$ cat src/rtl/uart_data_and_status_regs.vh
`ifndef UART_DATA_AND_STATUS_REGS_VH
`define UART_DATA_AND_STATUS_REGS_VH
// Register offsets
`define OFS_SERIAL_STATUS_A    8'hC0
`define OFS_SERIAL_CONTROL_B   8'hC1
`define OFS_SERIAL_CONTROL_C   8'hC2
`define OFS_BAUD_DIVIDER_LOW   8'hC4
`define OFS_BAUD_DIVIDER_HIGH  8'hC5
`define OFS_SERIAL_DATA_PORT   8'hC6
// Reset values
`define RST_SERIAL_STATUS_A    8'h20
`define RST_SERIAL_CONTROL_B   8'h00
`define RST_SERIAL_CONTROL_C   8'h06
`define RST_SERIAL_DATA_PORT   8'h00
`define RST_BAUD_DIVIDER       12'h000
// Status A fields
`define BIT_RX_COMPLETE        7
`define BIT_TX_COMPLETE        6
`define BIT_TX_BUFFER_EMPTY    5
`define BIT_FRAME_ERROR        4
`define BIT_OVERRUN            3
`define BIT_PARITY_ERROR       2
`define BIT_DOUBLE_SPEED       1
`define BIT_MULTIPROC          0
// Control B fields
`define BIT_RX_IRQ_EN          7
`define BIT_TX_IRQ_EN          6
`define BIT_EMPTY_IRQ_EN       5
`define BIT_RX_ENABLE          4
`define BIT_TX_ENABLE          3
`define BIT_SIZE_HIGH          2
`define BIT_RX_NINTH           1
`define BIT_TX_NINTH           0
// Control C fields
`define BIT_MODE_HIGH          7
`define BIT_MODE_LOW           6
`define BIT_PARITY_ENABLE      5
`define BIT_PARITY_ODD         4
`define BIT_TWO_STOP           3
`define BIT_SIZE_MID           2
`define BIT_SIZE_LOW           1
// Mode codes and timing counts
`define MODE_ASYNC             2'h0
`define MODE_MASTER_SPI        2'h3
`define SAMPLES_NORMAL         5'h10
`define SAMPLES_DOUBLE         5'h08
`endif

$ cat src/rtl/uart_data_and_status_regs.v
// What this block does
// - One data address: write transmits, read receives
// - Short characters: tx ignores, rx zeroes upper bits
// - Data write while buffer full is dropped
// - Enabled transmitter loads empty shifter, shifts out
// - Two-entry receive FIFO pops on data-port read when not empty
// - Status register at own offset, resets 0x20
// - Rx complete tracks FIFO; rx disable flushes
// - Tx complete sets after frame if buffer empty; ack or one clears
// - Buffer empty flag means writable, reset high
// - Frame error flag follows head stop bit
// - Overrun when FIFO full, hold stage full, start
// - Parity error flag follows head character
// - Double speed picks prescale eight, async only
// - Multiprocessor mode drops frames without address
// - Error, speed, multiprocessor bits dead in SPI
// - Three flags each raise own interrupt request
// - Divider value plus one times prescale sets rate
// - Request needs own enable, global enable, flag
//
// The implementer's own choice: the strobed register port.
`include "uart_data_and_status_regs.vh"
`timescale 1ns/1ps
`default_nettype none
module uart_data_and_status_regs (
   input  wire       clock_in,
   input  wire       rstn_in,
   input  wire [7:0] addr_in,
   input  wire [7:0] wr_data_in,
   input  wire       wr_en_in,
   input  wire       rd_en_in,
   output reg  [7:0] rd_data_out,
   input  wire       serial_receive_pin_in,
   output reg        serial_transmit_pin_out,
   output reg        tx_drive_out,
   input  wire       global_irq_enable_in,
   input  wire       tx_complete_irq_ack_in,
   output reg        rx_complete_irq_out,
   output reg        tx_complete_irq_out,
   output reg        tx_empty_irq_out
);
   localparam R_IDLE = 3'h1;
   localparam R_RECV = 3'h2;
   localparam R_DONE = 3'h4;
   localparam T_IDLE = 2'h1;
   localparam T_SEND = 2'h2;

   reg        rst_meta;
   reg        rstn;
   reg        rx_meta;
   reg        rx_sync;
   reg  [7:0] serial_control_b;
   reg  [7:0] serial_control_c;
   reg  [11:0] baud_divider_value;
   reg        tx_complete_flag;
   reg        double_speed_select;
   reg        multiproc_filter_mode;
   reg        overrun_flag;
   reg  [11:0] baud_cnt;
   reg        tick;
   reg  [10:0] fifo_mem [0:1];
   reg        fifo_wr_ptr;
   reg        fifo_rd_ptr;
   reg  [1:0] fifo_count;
   reg  [10:0] rx_hold;
   reg        rx_hold_valid;
   reg  [2:0] rx_state;
   reg  [4:0] rx_sc;
   reg  [3:0] rx_pos;
   reg  [8:0] rx_shift;
   reg        rx_par_err;
   reg        rx_frm_err;
   reg  [8:0] transmit_buffer;
   reg        tx_buf_valid;
   reg  [1:0] tx_state;
   reg  [8:0] tx_shift;
   reg  [4:0] tx_sc;
   reg  [3:0] tx_pos;
   reg        tx_par;
   reg        tx_stop2;

   wire       spi_mode;
   wire       dbl_eff;
   wire [4:0] spb;
   wire [2:0] size_code;
   wire [3:0] nbits;
   wire       par_en;
   wire       rx_en;
   wire       tx_en;
   wire       tx_buffer_empty_flag;
   wire       rx_complete_flag;
   wire [10:0] head;
   wire       data_rd;
   wire       pop;
   wire       wr_status;
   wire       wr_data;
   wire       tx_load;
   wire       tx_end;
   wire       rx_start;
   wire       rx_push;
   wire       is_addr;
   wire [3:0] rx_last;
   wire [3:0] tx_last;
   wire       tx_bit;
   wire       rx_par_calc;
   wire [7:0] status_rd;
   wire [7:0] next_rd_data;
   wire       next_txc;

   // Reset release through two flops
   always @(posedge clock_in or negedge rstn_in) begin
      if (!rstn_in) begin
         rst_meta <= 1'b0;
         rstn     <= 1'b0;
      end else begin
         rst_meta <= 1'b1;
         rstn     <= rst_meta;
      end
   end

   // Receive pin synchroniser
   always @(posedge clock_in or negedge rstn) begin
      if (!rstn) begin
         rx_meta <= 1'b1;
         rx_sync <= 1'b1;
      end else begin
         rx_meta <= serial_receive_pin_in;
         rx_sync <= rx_meta;
      end
   end

   // Frame format decode
   assign spi_mode  = (serial_control_c[7:6] == `MODE_MASTER_SPI);
   assign dbl_eff   = double_speed_select & ~spi_mode &
                      (serial_control_c[7:6] == `MODE_ASYNC);
   assign spb       = dbl_eff ? `SAMPLES_DOUBLE : `SAMPLES_NORMAL;
   assign size_code = {serial_control_b[`BIT_SIZE_HIGH],
                       serial_control_c[`BIT_SIZE_MID],
                       serial_control_c[`BIT_SIZE_LOW]};
   assign nbits     = (size_code == 3'h7) ? 4'h9 :
                      size_code[2] ? 4'h8 :
                      (4'h5 + {2'h0, size_code[1:0]});
   assign par_en    = serial_control_c[`BIT_PARITY_ENABLE] & ~spi_mode;
   assign rx_en     = serial_control_b[`BIT_RX_ENABLE];
   assign tx_en     = serial_control_b[`BIT_TX_ENABLE];
   assign rx_last   = nbits + {3'h0, par_en} + 4'h1;
   assign tx_last   = nbits + {3'h0, par_en} + {3'h0, tx_stop2} + 4'h1;

   // Bus decode
   assign wr_status = wr_en_in & (addr_in == `OFS_SERIAL_STATUS_A);
   assign wr_data   = wr_en_in & (addr_in == `OFS_SERIAL_DATA_PORT);
   assign data_rd   = rd_en_in & (addr_in == `OFS_SERIAL_DATA_PORT);
   assign pop       = data_rd & (fifo_count != 2'h0);

   // Flags
   assign tx_buffer_empty_flag = ~tx_buf_valid;
   assign rx_complete_flag     = (fifo_count != 2'h0);
   assign head = fifo_mem[fifo_rd_ptr];
   assign status_rd = {rx_complete_flag,
                       tx_complete_flag,
                       tx_buffer_empty_flag,
                       head[10] & rx_complete_flag & ~spi_mode,
                       overrun_flag & ~spi_mode,
                       head[9] & rx_complete_flag & ~spi_mode,
                       double_speed_select & ~spi_mode,
                       multiproc_filter_mode & ~spi_mode};

   // Registered read data, one cycle after the strobe
   assign next_rd_data =
      (addr_in == `OFS_SERIAL_STATUS_A)   ? status_rd :
      (addr_in == `OFS_SERIAL_CONTROL_B)  ? {serial_control_b[7:2],
                                             head[8] & rx_complete_flag,
                                             serial_control_b[0]} :
      (addr_in == `OFS_SERIAL_CONTROL_C)  ? serial_control_c :
      (addr_in == `OFS_BAUD_DIVIDER_LOW)  ? baud_divider_value[7:0] :
      (addr_in == `OFS_BAUD_DIVIDER_HIGH) ? {4'h0,
                                             baud_divider_value[11:8]} :
      (addr_in == `OFS_SERIAL_DATA_PORT)  ? (rx_complete_flag ?
                                             head[7:0] : 8'h00) :
      8'h00;

   // Control registers
   always @(posedge clock_in or negedge rstn) begin
      if (!rstn) begin
         rd_data_out           <= 8'h00;
         serial_control_b      <= `RST_SERIAL_CONTROL_B;
         serial_control_c      <= `RST_SERIAL_CONTROL_C;
         baud_divider_value    <= `RST_BAUD_DIVIDER;
         double_speed_select   <= 1'b0;
         multiproc_filter_mode <= 1'b0;
      end else begin
         if (rd_en_in) begin
            rd_data_out <= next_rd_data;
         end
         if (wr_en_in) begin
            if (addr_in == `OFS_SERIAL_STATUS_A) begin
               double_speed_select   <= wr_data_in[`BIT_DOUBLE_SPEED];
               multiproc_filter_mode <= wr_data_in[`BIT_MULTIPROC];
            end else if (addr_in == `OFS_SERIAL_CONTROL_B) begin
               serial_control_b <= {wr_data_in[7:2], 1'b0, wr_data_in[0]};
            end else if (addr_in == `OFS_SERIAL_CONTROL_C) begin
               serial_control_c <= wr_data_in;
            end else if (addr_in == `OFS_BAUD_DIVIDER_LOW) begin
               baud_divider_value[7:0] <= wr_data_in;
            end else if (addr_in == `OFS_BAUD_DIVIDER_HIGH) begin
               baud_divider_value[11:8] <= wr_data_in[3:0];
            end
         end
      end
   end

   // Baud divider: one tick every divider plus one clocks
   always @(posedge clock_in or negedge rstn) begin
      if (!rstn) begin
         baud_cnt <= 12'h000;
         tick     <= 1'b0;
      end else if (baud_cnt == 12'h000) begin
         baud_cnt <= baud_divider_value;
         tick     <= 1'b1;
      end else begin
         baud_cnt <= baud_cnt - 12'h001;
         tick     <= 1'b0;
      end
   end

   // Receiver
   assign rx_start = (rx_state == R_IDLE) & rx_en & tick & ~rx_sync;
   assign rx_par_calc = ^rx_shift ^ serial_control_c[`BIT_PARITY_ODD];
   assign is_addr  = (nbits == 4'h9) & rx_shift[8];
   assign rx_push  = (rx_state == R_DONE) &
                     ~(multiproc_filter_mode & ~spi_mode & ~is_addr);

   always @(posedge clock_in or negedge rstn) begin
      if (!rstn) begin
         rx_state   <= R_IDLE;
         rx_sc      <= 5'h00;
         rx_pos     <= 4'h0;
         rx_shift   <= 9'h000;
         rx_par_err <= 1'b0;
         rx_frm_err <= 1'b0;
      end else if (!rx_en) begin
         rx_state <= R_IDLE;
      end else begin
         case (rx_state)
            R_IDLE: begin
               if (rx_start) begin
                  rx_state   <= R_RECV;
                  rx_sc      <= {1'b0, spb[4:1]} - 5'h01;
                  rx_pos     <= 4'h0;
                  rx_shift   <= 9'h000;
                  rx_par_err <= 1'b0;
               end
            end
            R_RECV: begin
               if (tick) begin
                  if (rx_sc != 5'h00) begin
                     rx_sc <= rx_sc - 5'h01;
                  end else begin
                     rx_sc  <= spb - 5'h01;
                     rx_pos <= rx_pos + 4'h1;
                     if (rx_pos == 4'h0) begin
                        if (rx_sync) begin
                           rx_state <= R_IDLE;
                        end
                     end else if (rx_pos <= nbits) begin
                        rx_shift[rx_pos - 4'h1] <= rx_sync;
                     end else if (par_en && rx_pos == nbits + 4'h1) begin
                        rx_par_err <= rx_par_calc ^ rx_sync;
                     end else begin
                        rx_frm_err <= ~rx_sync;
                        rx_state   <= R_DONE;
                     end
                     if (rx_pos == rx_last && rx_pos != 4'h0) begin
                        rx_frm_err <= ~rx_sync;
                        rx_state   <= R_DONE;
                     end
                  end
               end
            end
            R_DONE: begin
               rx_state <= R_IDLE;
            end
            default: begin
               rx_state <= R_IDLE;
            end
         endcase
      end
   end

   // Receive FIFO, hold stage and overrun
   always @(posedge clock_in or negedge rstn) begin
      if (!rstn) begin
         fifo_wr_ptr   <= 1'b0;
         fifo_rd_ptr   <= 1'b0;
         fifo_count    <= 2'h0;
         rx_hold       <= 11'h000;
         rx_hold_valid <= 1'b0;
         overrun_flag  <= 1'b0;
      end else if (!rx_en) begin
         fifo_wr_ptr   <= 1'b0;
         fifo_rd_ptr   <= 1'b0;
         fifo_count    <= 2'h0;
         rx_hold_valid <= 1'b0;
         overrun_flag  <= 1'b0;
      end else begin
         if (rx_push && !rx_hold_valid) begin
            rx_hold       <= {rx_frm_err, rx_par_err & par_en, rx_shift};
            rx_hold_valid <= 1'b1;
         end else if (rx_hold_valid && (fifo_count != 2'h2 || pop)) begin
            fifo_mem[fifo_wr_ptr] <= rx_hold;
            fifo_wr_ptr   <= ~fifo_wr_ptr;
            rx_hold_valid <= 1'b0;
         end
         if (rx_hold_valid && (fifo_count != 2'h2 || pop)) begin
            if (!pop) begin
               fifo_count <= fifo_count + 2'h1;
            end
         end else if (pop) begin
            fifo_count <= fifo_count - 2'h1;
         end
         if (pop) begin
            fifo_rd_ptr <= ~fifo_rd_ptr;
         end
         if (rx_start && fifo_count == 2'h2 && rx_hold_valid) begin
            overrun_flag <= 1'b1;
         end else if (pop) begin
            overrun_flag <= 1'b0;
         end
      end
   end

   // Transmit buffer, drops writes while full
   assign tx_load = (tx_state == T_IDLE) & tx_en & tx_buf_valid;
   assign tx_end  = (tx_state == T_SEND) & tick & (tx_sc == 5'h00) &
                    (tx_pos == tx_last);
   assign tx_par  = ^tx_shift ^ serial_control_c[`BIT_PARITY_ODD];
   assign tx_bit  = (tx_pos == 4'h0) ? 1'b0 :
                    (tx_pos <= nbits) ? tx_shift[tx_pos - 4'h1] :
                    (par_en && tx_pos == nbits + 4'h1) ? tx_par :
                    1'b1;

   always @(posedge clock_in or negedge rstn) begin
      if (!rstn) begin
         transmit_buffer <= {1'b0, `RST_SERIAL_DATA_PORT};
         tx_buf_valid    <= 1'b0;
      end else begin
         if (wr_data && tx_buffer_empty_flag) begin
            transmit_buffer <= {serial_control_b[`BIT_TX_NINTH],
                                wr_data_in};
            tx_buf_valid    <= 1'b1;
         end else if (tx_load) begin
            tx_buf_valid <= 1'b0;
         end
      end
   end

   // Transmitter shifter
   always @(posedge clock_in or negedge rstn) begin
      if (!rstn) begin
         tx_state                <= T_IDLE;
         tx_shift                <= 9'h000;
         tx_sc                   <= 5'h00;
         tx_pos                  <= 4'h0;
         tx_stop2                <= 1'b0;
         serial_transmit_pin_out <= 1'b1;
         tx_drive_out            <= 1'b0;
      end else begin
         tx_drive_out <= tx_en | (tx_state != T_IDLE) | tx_buf_valid;
         case (tx_state)
            T_IDLE: begin
               serial_transmit_pin_out <= 1'b1;
               if (tx_load) begin
                  tx_state <= T_SEND;
                  tx_shift <= transmit_buffer &
                              ~(9'h1FF << nbits);
                  tx_stop2 <= serial_control_c[`BIT_TWO_STOP];
                  tx_pos   <= 4'h0;
                  tx_sc    <= spb - 5'h01;
               end
            end
            T_SEND: begin
               serial_transmit_pin_out <= tx_bit;
               if (tick) begin
                  if (tx_sc != 5'h00) begin
                     tx_sc <= tx_sc - 5'h01;
                  end else if (tx_pos == tx_last) begin
                     tx_state <= T_IDLE;
                  end else begin
                     tx_sc  <= spb - 5'h01;
                     tx_pos <= tx_pos + 4'h1;
                  end
               end
            end
            default: begin
               tx_state <= T_IDLE;
            end
         endcase
      end
   end

   // Transmit complete: set wins over clear
   assign next_txc = (tx_end & ~tx_buf_valid) ? 1'b1 :
                     ((wr_status & wr_data_in[`BIT_TX_COMPLETE]) |
                      tx_complete_irq_ack_in) ? 1'b0 :
                     tx_complete_flag;

   // Interrupt requests
   always @(posedge clock_in or negedge rstn) begin
      if (!rstn) begin
         tx_complete_flag    <= 1'b0;
         rx_complete_irq_out <= 1'b0;
         tx_complete_irq_out <= 1'b0;
         tx_empty_irq_out    <= 1'b0;
      end else begin
         tx_complete_flag    <= next_txc;
         rx_complete_irq_out <= global_irq_enable_in & rx_complete_flag &
                                serial_control_b[`BIT_RX_IRQ_EN];
         tx_complete_irq_out <= global_irq_enable_in & tx_complete_flag &
                                serial_control_b[`BIT_TX_IRQ_EN];
         tx_empty_irq_out    <= global_irq_enable_in & tx_buffer_empty_flag &
                                serial_control_b[`BIT_EMPTY_IRQ_EN];
      end
   end
endmodule
`default_nettype wire

$ cat config.mk
export PLATFORM = sky130hd
export DESIGN_NAME = uart_data_and_status_regs
export DESIGN_NICKNAME = d
export VERILOG_FILES = /design/src/rtl/uart_data_and_status_regs.v
export VERILOG_INCLUDE_DIRS = /design/src /design/src/rtl
export SDC_FILE = /design/constraint.sdc
export NUM_CORES = 1
export LEC_CHECK = 0
export BUFFER_PORTS_ARGS = -buffer_cell sky130_fd_sc_hd__buf_2
export CAP_MARGIN = 20
export CORE_ASPECT_RATIO = 0.5
export CORE_MARGIN = 2
export CORE_UTILIZATION = 56
export DETAILED_ROUTE_END_ITERATION = 7
export PLACE_DENSITY = 0.84
export SLEW_MARGIN = 40
export SYNTH_ARGS = -nofsm -noshare
export SYNTH_HDL_FRONTEND = slang
export SYNTH_SLANG_ARGS = --single-unit
$ cat constraint.sdc
create_clock -name clock_in -period 5.15 [get_ports clock_in]
set_input_delay 0.515 -clock clock_in [delete_from_list [all_inputs] [get_ports clock_in]]
set_output_delay 0.515 -clock clock_in [all_outputs]
set_load 0.02 [all_outputs]
After elaboration in Yosys (flattened, before gate mapping)
Memory sizes are Yosys's and may differ from the RTL's. Cells that the tools add are included.

Muxes and demuxes: 94. Order comparisons: 5. Bitwise operators: 54. Equality and inequality tests: 50. Add/sub/neg operators: 17. Reductions and logical operators: 45. Shift operators: 1.

Operators with widths (number): $mux W8 (7); $eq A8 B8 Y1 const B (6); $mux W9 (5); $mux W5 (8); $mux W4 (9); $mux W1 (35); $and A1 B1 Y1 (34); $mux W3 (9); $ne A2 B2 Y1 const B (13); $add A4 B1 Y4 const B (5); $pmux W5 S2 (2); $pmux W9 S2 (1); $reduce_xor A9 Y1 (2); $eq A4 B4 Y1 (4); $mux W2 (8); $pmux W4 S2 (2); $reduce_and A4 Y1 (4); $ne A5 B5 Y1 const B (3); $reduce_and A5 Y1 (3); $sub A5 B1 Y5 const B (3); $ne A2 B1 Y1 const B (7); $reduce_and A7 Y1 (2); $logic_not A12 Y1 (1); $mux W12 (1); 44 further kinds (92).

RAM bits: 22. Memories: 1. Register bits: 131. Output and inout port bits: 13. Logic and storage cells: 305. Bits of input ports: 23.

Memories: fifo_mem (depth 2, width 11, rd ports 1, clocked after Yosys merged registers in 0, wr ports 1, line uart_data_and_status_regs.v:61) `reg [10:0] fifo_mem [0:1];`.

Longest topological paths before layout
Word-level depth: 14. Depth in mapped cells: 14. Depth with buffers taken out: 14.

Least setup slack after synthesis
OpenSTA, ideal clock, no wires.

Path type: register -> register. Start: register rstn. End: memory fifo_mem[0][0] (enable). Cell stages (with the launch flop): 3. Buffers on the path: 0. Clock period less this slack: 4647 ps. Data required time: 4757 ps. Path slack: 503 ps. Data arrival time: 4254 ps. Setup time: 393 ps. Path through: dfrtp_1 nand2_1 nor3_1.

Longest elaborated chain between the ends: 2.

RTL lines: start, declared (line uart_data_and_status_regs.v:49) `reg rstn;`; start signal, assigned (line uart_data_and_status_regs.v:117) `rstn <= rst_meta;`; $logic_and A1 B1 Y1 (not written as such) (line uart_data_and_status_regs.v:310) `fifo_mem[fifo_wr_ptr] <= rx_hold;`; $mux W1 (not written as such) (line uart_data_and_status_regs.v:310); end, declared (line uart_data_and_status_regs.v:61).

Every way passes these cells.

Final worst setup path
Start: register serial_control_c[2]. End: register tx_state[1].

Longest elaborated chain between the ends: 9. Elaborated cells on any way between the ends: 10. Those cells by class: 4 x add/sub; 3 x eq/ne; 2 x mux; 1 x reduce/logical.

RTL lines: start, declared (line uart_data_and_status_regs.v:53) `reg [7:0] serial_control_c;`; start signal, assigned (line uart_data_and_status_regs.v:187) `` serial_control_c <= `RST_SERIAL_CONTROL_C; ``; start signal, assigned (line uart_data_and_status_regs.v:202) `serial_control_c <= wr_data_in;`; $add A3 B2 Y4 (line uart_data_and_status_regs.v:142) `(4'h5 + {2'h0, size_code[1:0]});`; $mux W4 (line uart_data_and_status_regs.v:141) `size_code[2] ? 4'h8 :`; $mux W4 (*) (line uart_data_and_status_regs.v:140) `assign nbits = (size_code == 3'h7) ? 4'h9 :`; $add A4 B1 Y4 (*) (3 in series) (line uart_data_and_status_regs.v:147) `assign tx_last = nbits + {3'h0, par_en} + {3'h0, tx_stop2} + 4'h1;`; $eq A4 B4 Y1 (*) (line uart_data_and_status_regs.v:386) `end else if (tx_pos == tx_last) begin`; $ne A2 B1 Y1 (no line) (*); $reduce_and A4 Y1 (no line) (*); end signal, assigned (line uart_data_and_status_regs.v:373) `tx_state <= T_SEND;`; end signal, assigned (line uart_data_and_status_regs.v:387) `tx_state <= T_IDLE;`; end signal, assigned (line uart_data_and_status_regs.v:395) `tx_state <= T_IDLE;`; end, declared (line uart_data_and_status_regs.v:75) `reg [1:0] tx_state;`.

Mark *: on every way between the ends. The rest lies on a longest branch, timed or not. A chain may end at the register's enable or synchronous reset.

==> reports/metrics.yaml <==
outcome:
  status: "finished clean"
route:
  drc: 0
  drtIter0Drc: 737
  antenna_left: 0
  firstDrtPassIters: 5
  vias_per_cell: 6.03
  wire_per_inst_um: 18.4
  via_count: 6174
  wirelength_um: 18900
cells_and_area:
  fillCellCount: 1038
  drive_gt1_share_pct: 18.0
  area_delta_synth_final_pct: 11.4
  antennaDiodeCount: 0
  fin_nets: 870
  stdcell_count: 1024
place:
  hpwl_um: 13200
  gp_congestion: 0.932
  dp.cells: 991
  io_buffers: 35
logic_synthesis:
  synth.top_cell.area_share_pct: 38.5
  syn_avg_cell_area_um2: 10.2
  synth.cell_area_um2: 8060
  netlist_instances: 792
  syn-num-nets: 843
  ys_types: 66
  yosysSeqAreaShare_pct: 49.0
  synthTopCellsByArea: "dfrtp_1 38%, edfxtp_1 8.2%, mux2_2 7.5%"
  yosysMostFrequentCell: "dfrtp_1"
  synthArstFlopShare_pct: 85.6
  synth_common_cells: "124 x dfrtp_1, 87 x nand2_1, 64 x nor2_1"
  ys.flop_type: "dfrtp_1"
  ys_ff_latch: 153
  synth-edff-count: 22
  synth_warnings: 0
  yosysTopAreaCell: "dfrtp_1"
clock_network:
  clkSlewWorstSetupHoldPaths_ps: 70
  clkLatencyLatePin_ps: 430
  cts_max_path_buffers: 2
  cts_resized: 0
  cts_tree: "built"
  htree_levels: 4
  cts_buffers: 17
  cts_setup_buffers: 0
  numClockSinks: 153
  clk_root_buffer_cell: "clkbuf_16"
  hold_buffers: 1
critical_path:
  crit_slowest_cell: "dfstp_2"
  cp.buffers_inverters: 1
  reg2reg_setup_slack_ps: 1850
  cp.depth: 14
  start_kind: "register"
  worstPathCellList: "ha_1 > nor2b_1 > nor3_1 > or2_1 > inv_1 > ha_1 > nand2b_1 > mux2i_1 > o22ai_1 > xor2_1 > nand4_2 > or2_4 > a21o_1 > mux2_4"
  critPathArrivalTime_ps: 3610
  rr_worst_depth: 14
  crit_type: "reg -> reg"
  cp-end-kind: "register"
  worstPathRequired_ps: 5460
  max_stage_delay_ps: 580
  cp_max_fo: 8
  path_common_cell: "ha_1"
  critPathTopFamily: "simple AND/OR/NAND/NOR gates"
sta:
  fmax_mhz: 303
  finClkSkew_ps: 12.6
  tns_ps: 0
  finalHoldViolCount: 0
  relSlewSlack_pct: 51.0
  tightestPinTransition_ps: 735
  setup_viol: 0
  fin_crit_sh_pct: 64.1
  timing.hold.ws_ps: 178
  finalMaxSlewViolations: 0
  grt_setup_unrepaired: "no"
  fin_crit_ps: 3300
global_route:
  antenna_found_initial: 0
  grt_pass1_vias: 5963
  grt_pass1_wl_um: 30600
  grt_max_degree: 83
  grt_remaining_overflow: 0
  grtUsageTotal_pct: 25.8
power_and_ir_drop:
  power.density_nw_per_um2: 352
  p_leak_nw: 3.96
  total_power_mw: 3.16
  irDropWorstVdd_uv: 268
worst_hold_path:
  min_delay_path_depth: 1
  hold_path_class: "in -> reg"
floorplanning:
  die_w_um: 174
  start_util_pct: 58.4
  die-area_um2: 15400
  coreArea_um2: 13800
  ios: 36
  num_rows: 30
  die_h_um: 88.8
job:
  drv_cap: 0
## report_power, final
group,internal (mW),total [mW],switching [mW],leakage (nW)
clock,0.684,1.23,0.551,0.280
sequential,1.31,1.41,0.0991,1.92
combinational,0.219,0.515,0.297,1.76
total,2.21,3.16,0.946,3.96
## per-layer routing
layer | up-vias | track usage [%] | share of wire, %
li1 | 2865 | - | -
met1 | 3045 | 34.7 | 45
met2 | 227 | 42.8 | 47
met3 | 37 | 4.77 | 6.2
met4 | 0 | 9.70 | 2.0
met5 | - | 0 | 0
## layout make-up
class,count,area [µm²],area share (%)
inverter,31,119,1.32
timing repair buffer,39,211,2.36
sequential,153,3950,44.0
clock buffer,17,425,4.74
multi-input combinational,577,3880,43.2
tap,192,240,2.68
clock inverter,15,155,1.73
## path summary, 6_finish.rpt
check / endpoint / from
setup / recovery: tx_state[1]$_DFFE_PN0P_ / serial_control_c[2]$_DFFE_PN1P_
hold / removal: rx_meta$_DFF_PN1_ / serial_receive_pin_in
setup reg to reg: tx_state[1]$_DFFE_PN0P_ / serial_control_c[2]$_DFFE_PN1P_
hold reg to reg: rx_hold[2]$_DFFE_PN0P_ / rstn$_DFF_PN0_
max in group asynchronous: tx_shift[4]$_DFFE_PN0P_ / rstn$_DFF_PN0_
min in group asynchronous: rx_hold[2]$_DFFE_PN0P_ / rstn$_DFF_PN0_
## through the flow
step	utilization (%)	setup WS (ps)	cell area, µm²
floorplan	-	503	8060
global placement	60.6	1960	8370
detailed placement	60.7	1880	8380
CTS	64.9	1860	8970
global route	65.0	1590	8980
finish	65.0	1850	8980
## cell families (layout without fill, tap and decap cells)
logic type	Yosys count	count (layout)	synth area share [%]
mux	74	74	10.4
simple gates	265	265	15.9
other cells	1	1	0.0465
xor+xnor	42	42	4.56
flops	153	153	49.0
fa+ha+maj	28	28	4.35
compound gates	167	167	12.6
buf+inv	62	102	3.14
## worst register-to-register path: stages, from the launching register on
cell and delay [ps]:
dfstp_2 580, ha_1 160, nor2b_1 60, nor3_1 220, or2_1 210, inv_1 60, ha_1 180, nand2b_1 170
mux2i_1 130, o22ai_1 180, xor2_1 190, nand4_2 210, or2_4 320, a21o_1 220, mux2_4 300
## registers in the layout (all words and copies together), names as in the netlist, 8 cells and up
| signal | flops |
|---|---|
| rx_shift | 9 |
| serial_control_c | 8 |
| transmit_buffer | 9 |
| fifo_mem | 22 |
| rx_hold | 11 |
| tx_shift | 9 |
| baud_cnt | 12 |
| rd_data_out | 8 |
| baud_divider_value | 12 |
## layout by cell type, fill, tap and decap left out, types with 4 or more instances in the layout
master,n
ha_1,28
mux2i_1,17
nand2_1,87
o22ai_1,4
o221ai_1,5
buf_2,35
xnor2_1,35
edfxtp_1,22
or2_1,4
nand3_1,14
o21ai_0,57
or3_1,7
dfrtp_1,123
or4_1,4
nand3b_1,4
nor4_1,5
a31oi_1,18
inv_1,30
mux2_2,54
inv_6,7
a21o_1,4
a21oi_1,42
nand2b_1,15
and3_1,7
dfstp_2,7
nor2b_1,17
a21boi_0,4
nor2_1,63
o31ai_1,5
nor3_1,16
clkbuf_16,17
xor2_1,7
(Power assumes the default switching activity.)
